## config.mk

```make
export PLATFORM = sky130hd
export DESIGN_NAME = pamx_top
export DESIGN_NICKNAME = d
export VERILOG_FILES = /design/src/pamx_pkg.sv /design/src/pamx_sync3.sv /design/src/pamx_rst_ctl.sv /design/src/pamx_top.sv
export VERILOG_INCLUDE_DIRS = /design/src /design/src/src
export SDC_FILE = /design/constraint.sdc
export NUM_CORES = 1
export LEC_CHECK = 0
export BUFFER_PORTS_ARGS = -buffer_cell sky130_fd_sc_hd__clkbuf_2
export CAP_MARGIN = 0
export CORE_ASPECT_RATIO = 0.7
export CORE_MARGIN = 1.5
export CORE_UTILIZATION = 54
export CTS_BUF_LIST = sky130_fd_sc_hd__clkbuf_2 sky130_fd_sc_hd__clkbuf_4 sky130_fd_sc_hd__clkbuf_8
export DETAILED_ROUTE_END_ITERATION = 16
export PLACE_DENSITY_LB_ADDON = 0.2
export SETUP_SLACK_MARGIN = 0.05
export SLEW_MARGIN = 25
export SYNTH_ARGS = -nofsm -noshare
export SYNTH_HDL_FRONTEND = slang
export SYNTH_HIERARCHICAL = 1
export SYNTH_SLANG_ARGS = --single-unit
```

## constraint.sdc

```tcl
create_clock -name core_clk -period 2.1 [get_ports core_clk]
set_input_delay 0 -clock core_clk [delete_from_list [all_inputs] [get_ports core_clk]]
set_output_delay 0 -clock core_clk [all_outputs]
set_load 0.03 [all_outputs]
```

## src/pamx_cfg.svh

```systemverilog
// Constants for the port A and reset pin multiplexer.
// Assumes inclusion by the package, the design files and the bench.
`ifndef PAMX_CFG_SVH
`define PAMX_CFG_SVH
`define PAMX_RST_SYNC_CYC 16
`define PAMX_CNT_W 5
`define PAMX_SEL_GPIO 2'h0
`define PAMX_SEL_PWM 2'h1
`define PAMX_SEL_TMR 2'h2
`define PAMX_SEL_FLT 2'h3
`define PAMX_PINS 7
`define PAMX_PWM_CH 6
`endif

```

## src/pamx_pkg.sv

```systemverilog
// Types for the port A and reset pin multiplexer.
// Assumes pamx_cfg.svh is on the include path.
`include "pamx_cfg.svh"
package pamx_pkg;
   typedef logic [1:0] pamx_sel_t;
   typedef enum logic [1:0] {PAMX_RS_HOLD, PAMX_RS_COUNT, PAMX_RS_RUN} pamx_rst_st_t;
endpackage : pamx_pkg

```

## src/pamx_sync3.sv

```systemverilog
// Three-stage synchroniser with agreement filter for a pin input.
// Assumes a single clock domain; output changes when stages two and three agree.
`timescale 1ns/100ps
`include "pamx_cfg.svh"
module pamx_sync3
   import pamx_pkg::*;
(
   input wire logic core_clk,
   input wire logic rst_n,
   input wire logic init_val,
   input wire logic pin_in,
   output logic pin_out
);
   logic s1_r;
   logic s2_r;
   logic s3_r;
   // First stage feeds only the second
   always_ff @(posedge core_clk)
   begin
      s1_r <= pin_in;
      s2_r <= s1_r;
      s3_r <= s2_r;
   end
   always_ff @(posedge core_clk)
   begin
      if (!rst_n)
      begin
         pin_out <= init_val;
      end
      else if (s2_r == s3_r)
      begin
         pin_out <= s3_r;
      end
   end
endmodule : pamx_sync3

```

## src/pamx_rst_ctl.sv

```systemverilog
// Internal reset sequencer: holds while a source is active, releases after a count.
// Assumes all reset requests are already synchronised to core_clk.
`timescale 1ns/100ps
`include "pamx_cfg.svh"
module pamx_rst_ctl
   import pamx_pkg::*;
(
   input wire logic core_clk,
   input wire logic rst_n,
   input wire logic rst_req,
   output logic chip_rst_n
);
   pamx_rst_st_t st_r;
   logic [`PAMX_CNT_W-1:0] cnt_r;

   always_ff @(posedge core_clk)
   begin
      if (!rst_n || rst_req)
      begin
         st_r <= PAMX_RS_HOLD;
         cnt_r <= '0;
      end
      else
      begin
         case (st_r)
            PAMX_RS_HOLD:
            begin
               st_r <= PAMX_RS_COUNT;
               cnt_r <= '0;
            end
            PAMX_RS_COUNT:
            begin
               cnt_r <= cnt_r + `PAMX_CNT_W'(1);
               if (cnt_r == `PAMX_CNT_W'(`PAMX_RST_SYNC_CYC - 1))
               begin
                  st_r <= PAMX_RS_RUN;
               end
            end
            default:
            begin
               st_r <= PAMX_RS_RUN;
            end
         endcase
      end
   end

   // Release happens on a clock edge, never asynchronously
   always_ff @(posedge core_clk)
   begin
      if (!rst_n || rst_req)
      begin
         chip_rst_n <= 1'b0;
      end
      else
      begin
         chip_rst_n <= (st_r == PAMX_RS_COUNT) &&
            (cnt_r == `PAMX_CNT_W'(`PAMX_RST_SYNC_CYC - 1)) ? 1'b1 :
            (st_r == PAMX_RS_RUN);
      end
   end
endmodule : pamx_rst_ctl

```

## src/pamx_top.sv

```systemverilog
// Port A and reset pin multiplexer with internal reset sequencing.
// Assumes selections come from the system integration unit, held by core_clk logic.
`timescale 1ns/100ps
`include "pamx_cfg.svh"
module pamx_top
   import pamx_pkg::*;
(
   input wire logic core_clk,
   input wire logic rst_n,
   input wire logic por_rst,
   input wire logic watchdog_reset,
   input wire logic sw_rst,
   input wire logic reset_pin_n_in,
   output logic port_a_bit7_io_out,
   output logic port_a_bit7_io_oe,
   input wire logic rst_pin_gpio_sel,
   input wire logic port_a_bit7_dout,
   input wire logic port_a_bit7_dir,
   output logic port_a_bit7_din,
   input wire logic [6:0] port_a_pin_in,
   output logic [6:0] port_a_pin_out,
   output logic [6:0] port_a_pin_oe,
   input wire logic [6:0] gpio_dout,
   input wire logic [6:0] gpio_dir,
   output logic [6:0] gpio_din,
   input wire logic [5:0] pwm_alt_sel,
   input wire logic [5:0] pwm_out_ch,
   input wire logic [1:0] tmr_alt_sel,
   input wire logic [1:0] flt_alt_sel,
   input wire logic flt0_alt_sel,
   input wire logic timer_a_ch2_out,
   input wire logic timer_a_ch2_oe,
   input wire logic timer_a_ch3_out,
   input wire logic timer_a_ch3_oe,
   output logic timer_a_ch2_in,
   output logic timer_a_ch3_in,
   input wire logic port_b_bit4_in,
   input wire logic flt1_from_b4_sel,
   input wire logic [5:0] pwm_fault_mask,
   output logic pwm_fault_in_0,
   output logic pwm_fault_in_1,
   output logic pwm_fault_in_2,
   output logic chip_rst_n
);
   // -------------------------------------------------------------------
   // Selection decode
   // -------------------------------------------------------------------
   pamx_sel_t sel [`PAMX_PINS];
   logic [6:0] pin_sync;
   logic rst_pin_sync;
   logic pin_rst_req;
   logic rst_req;
   logic fault_any;
   logic f0_nxt;
   logic f1_nxt;
   logic f2_nxt;
   logic [6:0] out_nxt;
   logic [6:0] oe_nxt;
   logic b4_sync;

   // Priority per pin: PWM, then timer, then fault, else GPIO
   function automatic pamx_sel_t pick_sel(input logic p, input logic t, input logic f);
      pamx_sel_t s;
      s = `PAMX_SEL_GPIO;
      if (p)
      begin
         s = `PAMX_SEL_PWM;
      end
      else if (t)
      begin
         s = `PAMX_SEL_TMR;
      end
      else if (f)
      begin
         s = `PAMX_SEL_FLT;
      end
      return s;
   endfunction : pick_sel

   always_comb
   begin
      sel[0] = pick_sel(pwm_alt_sel[0], 1'b0, 1'b0);
      sel[1] = pick_sel(pwm_alt_sel[1], 1'b0, 1'b0);
      sel[2] = pick_sel(pwm_alt_sel[2], 1'b0, 1'b0);
      sel[3] = pick_sel(pwm_alt_sel[3], 1'b0, 1'b0);
      sel[4] = pick_sel(pwm_alt_sel[4], tmr_alt_sel[0], flt_alt_sel[0]);
      sel[5] = pick_sel(pwm_alt_sel[5], tmr_alt_sel[1], flt_alt_sel[1]);
      sel[6] = pick_sel(1'b0, 1'b0, flt0_alt_sel);
   end

   // -------------------------------------------------------------------
   // Pin input synchronisers
   // -------------------------------------------------------------------
   genvar gi;
   generate
      for (gi = 0; gi < `PAMX_PINS; gi++)
      begin : g_sync
         pamx_sync3 u_sync (
            .core_clk(core_clk),
            .rst_n(rst_n),
            .init_val(1'b1),
            .pin_in(port_a_pin_in[gi]),
            .pin_out(pin_sync[gi])
         );
      end
   endgenerate

   pamx_sync3 u_sync_rst (
      .core_clk(core_clk),
      .rst_n(rst_n),
      .init_val(1'b1),
      .pin_in(reset_pin_n_in),
      .pin_out(rst_pin_sync)
   );

   pamx_sync3 u_sync_b4 (
      .core_clk(core_clk),
      .rst_n(rst_n),
      .init_val(1'b1),
      .pin_in(port_b_bit4_in),
      .pin_out(b4_sync)
   );

   // -------------------------------------------------------------------
   // Reset sequencing
   // -------------------------------------------------------------------
   // Pin reset only counts while the pin is in its reset role
   assign pin_rst_req = !rst_pin_gpio_sel && !rst_pin_sync;
   assign rst_req = pin_rst_req || por_rst || watchdog_reset || sw_rst;

   pamx_rst_ctl u_rst (
      .core_clk(core_clk),
      .rst_n(rst_n),
      .rst_req(rst_req),
      .chip_rst_n(chip_rst_n)
   );

   // -------------------------------------------------------------------
   // Output muxing
   // -------------------------------------------------------------------
   // Faults are active low at the pin; fault gates masked PWM channels
   always_comb
   begin
      f0_nxt = (sel[6] == `PAMX_SEL_FLT) && !pin_sync[6];
      f1_nxt = ((sel[4] == `PAMX_SEL_FLT) && !pin_sync[4]) ||
         (flt1_from_b4_sel && !b4_sync);
      f2_nxt = (sel[5] == `PAMX_SEL_FLT) && !pin_sync[5];
      fault_any = f0_nxt || f1_nxt || f2_nxt;
   end

   always_comb
   begin
      out_nxt = '0;
      oe_nxt = '0;
      for (int i = 0; i < `PAMX_PINS; i++)
      begin
         case (sel[i])
            `PAMX_SEL_PWM:
            begin
               out_nxt[i] = pwm_out_ch[i] && !(fault_any && pwm_fault_mask[i]);
               oe_nxt[i] = 1'b1;
            end
            `PAMX_SEL_TMR:
            begin
               out_nxt[i] = (i == 4) ? timer_a_ch2_out : timer_a_ch3_out;
               oe_nxt[i] = (i == 4) ? timer_a_ch2_oe : timer_a_ch3_oe;
            end
            `PAMX_SEL_FLT:
            begin
               out_nxt[i] = 1'b0;
               oe_nxt[i] = 1'b0;
            end
            default:
            begin
               out_nxt[i] = gpio_dout[i];
               oe_nxt[i] = gpio_dir[i] && chip_rst_n;
            end
         endcase
      end
   end

   always_ff @(posedge core_clk)
   begin
      if (!rst_n)
      begin
         port_a_pin_out <= '0;
         port_a_pin_oe <= '0;
      end
      else
      begin
         port_a_pin_out <= out_nxt;
         port_a_pin_oe <= oe_nxt;
      end
   end

   // Open drain only: the pin is never driven high
   always_ff @(posedge core_clk)
   begin
      if (!rst_n)
      begin
         port_a_bit7_io_out <= 1'b0;
         port_a_bit7_io_oe <= 1'b0;
      end
      else
      begin
         port_a_bit7_io_out <= 1'b0;
         port_a_bit7_io_oe <= rst_pin_gpio_sel && port_a_bit7_dir && !port_a_bit7_dout;
      end
   end

   // Inputs fan out to GPIO, bit 7 and timer users regardless of selection; fault inputs follow the fault selections
   always_ff @(posedge core_clk)
   begin
      if (!rst_n)
      begin
         gpio_din <= '1;
         port_a_bit7_din <= 1'b1;
         timer_a_ch2_in <= 1'b1;
         timer_a_ch3_in <= 1'b1;
         pwm_fault_in_0 <= 1'b0;
         pwm_fault_in_1 <= 1'b0;
         pwm_fault_in_2 <= 1'b0;
      end
      else
      begin
         gpio_din <= pin_sync;
         port_a_bit7_din <= rst_pin_sync;
         timer_a_ch2_in <= pin_sync[4];
         timer_a_ch3_in <= pin_sync[5];
         pwm_fault_in_0 <= f0_nxt;
         pwm_fault_in_1 <= f1_nxt;
         pwm_fault_in_2 <= f2_nxt;
      end
   end

   // -------------------------------------------------------------------
   // Assertions
   // -------------------------------------------------------------------
   a_bit7_no_high: assert property (@(posedge core_clk) disable iff (!rst_n)
      port_a_bit7_io_oe |-> !port_a_bit7_io_out) else $error("bit7 drove high");
   a_bit7_oe_cause: assert property (@(posedge core_clk) disable iff (!rst_n)
      port_a_bit7_io_oe |-> $past(rst_pin_gpio_sel && port_a_bit7_dir && !port_a_bit7_dout))
      else $error("bit7 pulled low without request");
   a_bit7_reset_role: assert property (@(posedge core_clk) disable iff (!rst_n)
      !rst_pin_gpio_sel |=> !port_a_bit7_io_oe) else $error("bit7 driven in reset role");
   a_pin_rst_hold: assert property (@(posedge core_clk) disable iff (!rst_n)
      pin_rst_req |=> !chip_rst_n) else $error("pin reset not held");
   a_any_rst_hold: assert property (@(posedge core_clk) disable iff (!rst_n)
      rst_req |=> !chip_rst_n) else $error("reset request not held");
   a_gpio_mode_ignore: assert property (@(posedge core_clk) disable iff (!rst_n)
      (rst_pin_gpio_sel && !por_rst && !watchdog_reset && !sw_rst && chip_rst_n)
      |=> chip_rst_n) else $error("reset taken from pin in gpio mode");
   a_rst_release_cnt: assert property (@(posedge core_clk) disable iff (!rst_n)
      $rose(chip_rst_n) |-> !$past(rst_req, `PAMX_RST_SYNC_CYC))
      else $error("release too early");
   a_after_reset_off: assert property (@(posedge core_clk)
      !rst_n |=> port_a_pin_oe == 7'h00) else $error("pin driven after reset");
   a_gpio_held_off: assert property (@(posedge core_clk) disable iff (!rst_n)
      (!chip_rst_n && !pwm_alt_sel[0]) |=> !port_a_pin_oe[0])
      else $error("gpio pin driven during internal reset");
   a_gpio_dir_follow: assert property (@(posedge core_clk) disable iff (!rst_n)
      (chip_rst_n && !pwm_alt_sel[0]) |=> port_a_pin_oe[0] == $past(gpio_dir[0]))
      else $error("gpio direction not applied");
   a_pwm_out_only: assert property (@(posedge core_clk) disable iff (!rst_n)
      pwm_alt_sel[0] |=> port_a_pin_oe[0]) else $error("pwm pin not output");
   a_pwm_value: assert property (@(posedge core_clk) disable iff (!rst_n)
      (pwm_alt_sel[2] && !fault_any) |=> port_a_pin_out[2] == $past(pwm_out_ch[2]))
      else $error("pwm value not on its pin");
   a_pwm_fault_gate: assert property (@(posedge core_clk) disable iff (!rst_n)
      (pwm_alt_sel[1] && pwm_fault_mask[1] && fault_any) |=> !port_a_pin_out[1])
      else $error("fault did not gate pwm");
   a_pwm_fault_in_0_idle: assert property (@(posedge core_clk) disable iff (!rst_n)
      !flt0_alt_sel |=> !pwm_fault_in_0) else $error("pwm_fault_in_0 seen while not selected");
   a_timer_path: assert property (@(posedge core_clk) disable iff (!rst_n)
      (!pwm_alt_sel[4] && tmr_alt_sel[0]) |=> port_a_pin_oe[4] == $past(timer_a_ch2_oe))
      else $error("timer ch2 enable lost");
   a_pwm_over_fault: assert property (@(posedge core_clk) disable iff (!rst_n)
      (pwm_alt_sel[4] && !flt1_from_b4_sel) |=> !pwm_fault_in_1)
      else $error("pwm_fault_in_1 taken from a pwm pin");
   a_b4_fault: assert property (@(posedge core_clk) disable iff (!rst_n)
      (flt1_from_b4_sel && !b4_sync) |=> pwm_fault_in_1) else $error("b4 fault lost");
   a_b4_fault_off: assert property (@(posedge core_clk) disable iff (!rst_n)
      (!flt1_from_b4_sel && !flt_alt_sel[0]) |=> !pwm_fault_in_1)
      else $error("pwm_fault_in_1 seen with no source");

   // -------------------------------------------------------------------
   // Cover points
   // -------------------------------------------------------------------
   c_pwm_sel: cover property (@(posedge core_clk) disable iff (!rst_n) pwm_alt_sel[0]);
   c_bit7_drive: cover property (@(posedge core_clk) disable iff (!rst_n) port_a_bit7_io_oe);
   c_rst_release: cover property (@(posedge core_clk) disable iff (!rst_n) $rose(chip_rst_n));
   c_pwm_fault_in_1: cover property (@(posedge core_clk) disable iff (!rst_n) pwm_fault_in_1);
   c_timer_sel: cover property (@(posedge core_clk) disable iff (!rst_n)
      tmr_alt_sel[0] && !pwm_alt_sel[4]);
endmodule : pamx_top

```

==> results of run 1 <==
worst reg2reg max path, delay by kind of cell (launching register included):
kind / cells / cell delay [ns]
and+or+nand+nor: 1 / 0.26
AOI/OAI and AO/OA: 3 / 0.37
DFF: 1 / 0.40
buffers and inverters: 1 / 0.57
layout by cell type, fill, tap and decap left out, drive strengths merged:
cell / Yosys / final
or3b: 1 / 1
clkbuf: 3 / 96
a21oi: 9 / 9
conb: 2 / 10
o41ai: 1 / 1
mux2i: 2 / 2
nand2: 17 / 17
a22oi: 2 / 2
mux2: 13 / 13
a32oi: 1 / 1
nor3: 1 / 1
a311oi: 1 / 1
bufinv: 0 / 2
and4b: 1 / 1
nand4bb: 1 / 1
nor4b: 1 / 1
dlygate4sd3: 0 / 39
o21a: 1 / 1
nor2b: 6 / 6
a31oi: 5 / 5
xor2: 9 / 9
and3: 2 / 2
clkinv: 0 / 5
a21boi: 2 / 2
edfxtp: 9 / 9
and2b: 1 / 1
and4: 1 / 1
inv: 5 / 5
o21ai: 4 / 4
buf: 4 / 2
a211oi: 3 / 3
nand2b: 10 / 10
nor3b: 1 / 1
nor2: 8 / 8
dfxtp: 61 / 61
nand3: 2 / 2
ha: 2 / 2
a221oi: 1 / 1
o221ai: 1 / 1
registers in the layout, summed over array words and instances (netlist names), 2 cells and up:
name	flops
u_rst/cnt_r	5
g_sync.u_sync/pin_out	7
port_a_pin_out	7
g_sync.u_sync/s1_r	7
gpio_din	7
u_rst/st_r	2
g_sync.u_sync/s2_r	7
port_a_pin_oe	7
g_sync.u_sync/s3_r	7
area by class of cell:
cell class / count / area [µm²]
Multi-Input combinational cell: 120 / 862
Tap cell: 52 / 65.1
Inverter: 5 / 18.8
Clock buffer: 9 / 124
Timing Repair Buffer: 128 / 841
Fill cell: 207 / 574
Clock inverter: 7 / 88.8
Sequential cell: 70 / 1490
power groups by stage:
stage	Sequential [mW]	Clock [mW]	Combinational [mW]
floorplan	1.56	0	0.119
global placement	1.50	0	0.293
detailed placement	1.50	0	0.297
CTS	1.47	1.15	0.356
global route	1.48	1.23	0.395
finish	1.47	1.13	0.367
cell families after synthesis:
| logic type | share of synthesized area (%) |
|---|---|
| DFF | 62.6 |
| adders and majority gates | 1.05 |
| other | 0.315 |
| xor gates and xnor gates | 3.31 |
| and+or+nand+nor | 12.6 |
| AOI/OAI and AO/OA | 9.30 |
| muxes | 8.41 |
| buffers and inverters | 2.42 |
stage by stage:
step	setup slack, ns	utilization (%)
2_1_floorplan	0.831	-
3_3_place_gp	0.803	71.0
3_5_place_dp	0.761	71.0
4_1_cts	0.409	85.9
5_1_grt	0.280	85.9
6_report	0.388	85.9
synthesized netlist by cell type, types with 2 or more instances:
| cell type | number | area [µm²] |
|---|---|---|
| nand2b_1 | 10 | 62.6 |
| xor2_1 | 9 | 78.8 |
| buf_4 | 3 | 22.5 |
| inv_1 | 5 | 18.8 |
| a21oi_1 | 8 | 40.0 |
| nor2_1 | 8 | 30.0 |
| mux2_4 | 9 | 135 |
| and3_1 | 2 | 12.5 |
| nor2b_1 | 5 | 31.3 |
| edfxtp_1 | 9 | 270 |
| dfxtp_1 | 61 | 1220 |
| a21boi_0 | 2 | 15.0 |
| o21ai_0 | 4 | 20.0 |
| a31oi_1 | 5 | 31.3 |
| clkbuf_1 | 3 | 11.3 |
| ha_1 | 2 | 25.0 |
| mux2i_1 | 2 | 20.0 |
| a22oi_1 | 2 | 15.0 |
| mux2_2 | 4 | 45.0 |
| nand3_1 | 2 | 10.0 |
| conb_1 | 2 | 7.51 |
| nand2_1 | 17 | 63.8 |
| a211oi_1 | 2 | 15.0 |
metal layers:
metal  track usage, %  share of wire [%]  wire, µm
met1             24.7                 38      2080
met2             44.4                 50      2740
met3             12.6                9.5       523
met4             10.4                2.7       148
met5                0                  0         0
final timing paths:
kind / end / slack (ns) / from
worst min register to register: g_sync[1].u_sync/s2_r / 0.33 / g_sync[1].u_sync/s1_r
worst max register to register: port_a_pin_out[1] / 0.39 / g_sync[4].u_sync/pin_out
worst min-delay path: port_a_pin_out[5] / 0.01 / pwm_out_ch[5]
worst max-delay path: port_a_pin_out[1] / 0.39 / g_sync[4].u_sync/pin_out
repair_timing:
item	CTS	global route
gates resized for setup	0	0
hold buffers	39	0
hold endpoints to repair	26	0
endpoints found under the setup margin	0	0
==> results.toml, run 1 <==
[run_status]
status = "completed"

[pwr]
irDropWorstVdd_v = 0.000820
p_switching_mw = 0.692
cellInternalPower_mw = 2.28
power_frac_comb_pct = 12.4
powerDensity_mw_per_mm2 = 851
power_frac_clock_pct = 38.1
leakage_nw = 1.63
fin_total_pwr_mw = 2.97
seqPwrFrac_pct = 49.5
switching_share_pct = 23.3

[synthesis]
ys_ff_latch = 70
ys_types = 41
ys_warn_count = 6
synth-main-ff-cell = "dfxtp_1"
synth_area_mm2 = 0.00238
avgSynthCellArea_um2 = 12.3
synth-edff-count = 9
synthArstFlopShare_pct = 0
synthCells = 194
ys_seq_area_share_pct = 62.6

[clocking]
clk_pin_slew_ns = 0.07
htreeDepth = 3
cts_tree = "yes"
ctsLongestPathBuffers = 2
cts_buffers = 9
cts_setup_buffers = 0
clock_sinks = 70
clock-root-buffer = "clkbuf_8"
insertion_delay_ns = 0.34

[detailed_routing]
antenna_left = 0
dr.pass1.iters = 4
drt-vias-per-instance = 4.95
drtIter0Drc = 107
vias = 1934
drc = 0
wl_um = 5500
wl_per_cell_um = 14.1

[placed_design]
portBuffers = 87
placed_cell_area_mm2 = 0.00289
placed_cells = 336
dp_hpwl_um = 3130
gp_congestion = 0.838

[timing]
relSlewSlack_pct = 52.1
hold_viol_final = 0
slew_viol_final = 0
setup_violations = 0
rsz0062_at_grt = "no"
fmax_mhz = 584
worst_clock_skew_ns = 0.00509
fin_crit_ns = 1.71
worstMarginPinSlew_ns = 0.718
whs_ns = 0.0118
finalCritPeriodShare_pct = 81.5
setup-tns-final_ns = 0

[finish]
final_cells = 391
n_antenna_cell = 0
stdcell_area_mm2 = 0.00349
nets = 395
drive_gt1_share_pct = 36.9
area_growth_pct = 46.6

[critical_path]
worstSetupPathDepth = 5
critical_path_class = "reg2reg"
worst_r2r_path_depth = 5
required_ns = 2.33
worst-path-buf-inv = 1
cp_max_fo = 6
path_cells = "nor4b_2 > a21oi_2 > o221ai_2 > a31oi_1 > dlygate4sd3_1"
critPathSlowestCell = "dlygate4sd3_1"
cp.arrival_ns = 1.94
slowest_delay_ns = 0.57
cp-start-kind = "flop"
critical-path-top-delay-family = "buffers and inverters"
cp-end-kind = "flop"

[global_routing]
overflow = 0
grt_pass1_vias = 1990
grt_max_degree = 30
grt_antenna_before_repair = 0
grt_usage_pct = 25.0
grt_pass1_wl_um = 8710

[floorplan]
initial_utilization_pct = 58.6
die_width_um = 82.4
core_mm2 = 0.00407
die_h_um = 58.6
num_rows = 19
ioPinCount = 89
die-area_mm2 = 0.00482

[worst_hold_path]
hold_depth = 3
hold_class = "in2reg"

[flow_run]
drv_cap = 0
Power figures use the tool's default switching activity.
==> inputs of run 2 (changes only) <==
--- a/config.mk
+++ b/config.mk
@@ -6,11 +6,12 @@
 export SDC_FILE = /design/constraint.sdc
 export NUM_CORES = 1
 export LEC_CHECK = 0
+export ABC_AREA = 1
 export BUFFER_PORTS_ARGS = -buffer_cell sky130_fd_sc_hd__clkbuf_2
 export CAP_MARGIN = 0
 export CORE_ASPECT_RATIO = 0.7
 export CORE_MARGIN = 1.5
-export CORE_UTILIZATION = 54
+export CORE_UTILIZATION = 46
 export CTS_BUF_LIST = sky130_fd_sc_hd__clkbuf_2 sky130_fd_sc_hd__clkbuf_4 sky130_fd_sc_hd__clkbuf_8
 export DETAILED_ROUTE_END_ITERATION = 16
 export PLACE_DENSITY_LB_ADDON = 0.2
==> constraint.sdc (replaced) <==
create_clock -name core_clk -period 1.52 [get_ports core_clk]
set_input_delay 0 -clock core_clk [delete_from_list [all_inputs] [get_ports core_clk]]
set_output_delay 0 -clock core_clk [all_outputs]
set_load 0.03 [all_outputs]
==> run 2 against run 1 <==
Compared with the run above:
- synthesized area grew 1.9%
- worst setup slack lost 0.29 ns
- sequential power grew 37%
- combinational power grew 40%
- worst hold slack is essentially flat
- non-clock buffer count grew 10
- sequential share of layout area shrank 2.3 points
- cell count grew 27%
==> results.toml, run 2 <==
[run_status]
status = "completed"

[pwr]
power_frac_comb_pct = 12.2
powerDensity_mw_per_mm2 = 1140
fin_total_pwr_mw = 4.20
power_frac_clock_pct = 39.7
p_switching_mw = 0.978
cellInternalPower_mw = 3.22
irDropWorstVdd_v = 0.000791
switching_share_pct = 23.3
leakage_nw = 1.89
seqPwrFrac_pct = 48.1

[finish]
nets = 483
stdcell_area_mm2 = 0.00369
final_cells = 496
num-fill-cells = 341
most-common-layout-cells = "clkbuf_2 (87), dfxtp_1 (60), nand2_1 (57)"
final_util_pct = 75.2
drive_gt1_share_pct = 28.1
area_growth_pct = 52.2
n_antenna_cell = 0
final_common_cell = "clkbuf_2"

[clocking]
cts_setup_buffers = 0
cts_tree = "yes"
ctsLongestPathBuffers = 2
htreeDepth = 3
clock_sinks = 70
insertion_delay_ns = 0.33
cts_buffers = 9
clk_pin_slew_ns = 0.07
clock-root-buffer = "clkbuf_8"

[placed_design]
placed_cell_area_mm2 = 0.00297
dp_hpwl_um = 3390
portBuffers = 87
place_ws_ns = 0.271
gp_congestion = 0.811
placed_cells = 431

[timing]
fin_crit_ns = 1.42
hold_viol_final = 0
slew_viol_final = 0
rsz0062_at_grt = "no"
worst_clock_skew_ns = 0.00552
setup_violations = 0
whs_ns = 0.0117
finalCritPeriodShare_pct = 93.6
postLayoutSetupSlackWorst_ns = 0.0966
setup-tns-final_ns = 0
fmax_mhz = 703

[floorplan]
core_mm2 = 0.00491
die_width_um = 89.8
ioPinCount = 89
initial_utilization_pct = 49.4
die_h_um = 63.8
num_rows = 21
die-area_mm2 = 0.00573

[synthesis]
yosysTopAreaCell = "dfxtp_1"
synth_area_mm2 = 0.00243
synth_top_cells_by_count = "dfxtp_1 (61), nand2_1 (57), inv_1 (42), nor2_1 (19), a21oi_1 (13)"
avgSynthCellArea_um2 = 9.02
yosysMostFrequentCell = "dfxtp_1"
synth_area_leaders = "dfxtp_1 (50%), edfxtp_1 (11%), nand2_1 (8.8%)"
synthCells = 269
synth-edff-count = 9
ys_types = 24
ys_warn_count = 6
ys_ff_latch = 70
synthArstFlopShare_pct = 0
ys_seq_area_share_pct = 61.5
synth-main-ff-cell = "dfxtp_1"
synth.top_cell.area_share_pct = 50.3

[detailed_routing]
wl_per_cell_um = 11.9
wl_um = 5910
antenna_left = 0
drt-vias-per-instance = 4.51
dr.pass1.iters = 4
vias = 2238
drc = 0
drtIter0Drc = 71

[critical_path]
worst-path-buf-inv = 3
slowest_delay_ns = 0.60
endpoint = "port_a_pin_oe[5]"
required_ns = 1.78
cp-start-kind = "input port"
cp.arrival_ns = 1.68
worst_r2r_path_depth = 3
critical_path_class = "in2reg"
rrSetupSlack_ns = 0.16
crit_top_cell = "dlygate4sd3_1"
worstSetupStartpoint = "tmr_alt_sel[1]"
cp_max_fo = 4
reg2reg_to = "port_a_pin_oe[5]"
r2r_start = "u_rst/chip_rst_n"
path_cells = "dlygate4sd3_1 > clkbuf_2 > nor2_4 > nand4_1 > dlygate4sd3_1 > a21oi_1"
worstSetupPathDepth = 6
critPathSlowestCell = "dlygate4sd3_1"
cp-end-kind = "flop"
critical-path-top-delay-family = "buffers and inverters"

[global_routing]
grt_pass1_vias = 2246
overflow = 0
grt_pass1_wl_um = 9720
grt_usage_pct = 22.2
grt_max_degree = 19
grt_antenna_before_repair = 0

[worst_hold_path]
hold_class = "in2reg"

[flow_run]
drv_cap = 0
[run 2: cell count changes after synthesis, sizes merged, moves of 12 or more]
cell / change
nand2: +41
o21ai: +14
inv: +39
mux2: -13
nor2: +14
a21oi: +12
[run 2: power by group through the flow]
stage	clock (mW)	combinational, mW	sequential [mW]
after global routing	1.78	0.559	2.03
after detailed placement	0	0.404	2.06
final	1.67	0.514	2.02
after global placement	0	0.397	2.06
after floorplan	0	0.157	2.14
after CTS	1.71	0.497	2.02
[run 2: worst min-delay path by stage]
stage / slack (ns) / endpoint / from / cells past startpoint
2_1_floorplan: 0.03 / g_sync[0].u_sync/s1_r / port_a_pin_in[0] / 0
3_3_place_gp: 0.10 / g_sync[2].u_sync/s1_r / port_a_pin_in[2] / 1
3_5_place_dp: 0.10 / g_sync[5].u_sync/s1_r / port_a_pin_in[5] / 1
4_1_cts: 0.0003 / port_a_pin_out[4] / pwm_out_ch[4] / 5
5_1_grt: 0.02 / port_a_pin_out[4] / pwm_out_ch[4] / 5
6_report: 0.01 / port_a_pin_out[4] / pwm_out_ch[4] / 5
[run 2: per-layer routing]
layer / share of wire [%] / wire length (µm) / track usage (%)
met3: 7.3 / 434 / 7.62
met2: 50 / 2940 / 40.5
met5: 0 / 0 / 0
met4: 3.9 / 232 / 13.9
met1: 39 / 2310 / 21.9
[run 2: final cells by class]
cell class | instances | area (µm²) | area share (%)
clock buffers | 11 | 151 | 4.10
clock inverters | 5 | 80.1 | 2.17
inverters | 44 | 165 | 4.47
multi-input cells | 159 | 777 | 21.0
flip-flops and latches | 70 | 1490 | 40.4
well taps | 69 | 86.3 | 2.34
repair buffers | 138 | 941 | 25.5
[run 2: repair_timing]
item / in CTS / in global routing
endpoints found under the hold margin: 26 / 0
gates resized for setup: 0 / 2
hold buffers: 49 / 0
setup endpoints to repair: 0 / 3
[run 2: logic make-up (layout without fill, tap and decap cells)]
logic type,after synthesis,after routing,share of synthesized area (%)
and+or+nand+nor,107,107,19.3
xor gates and xnor gates,1,1,0.361
other,2,10,0.310
adders and majority gates,2,2,1.03
DFF,70,70,61.5
AOI/OAI and AO/OA,39,39,9.59
buffers and inverters,48,198,7.94
[run 2: worst reg2reg max path, cell delays in order, from the launching register on]
cell	delay, ns
dfxtp_2	0.44
nand4_1	0.12
dlygate4sd3_1	0.60
a21oi_1	0.14
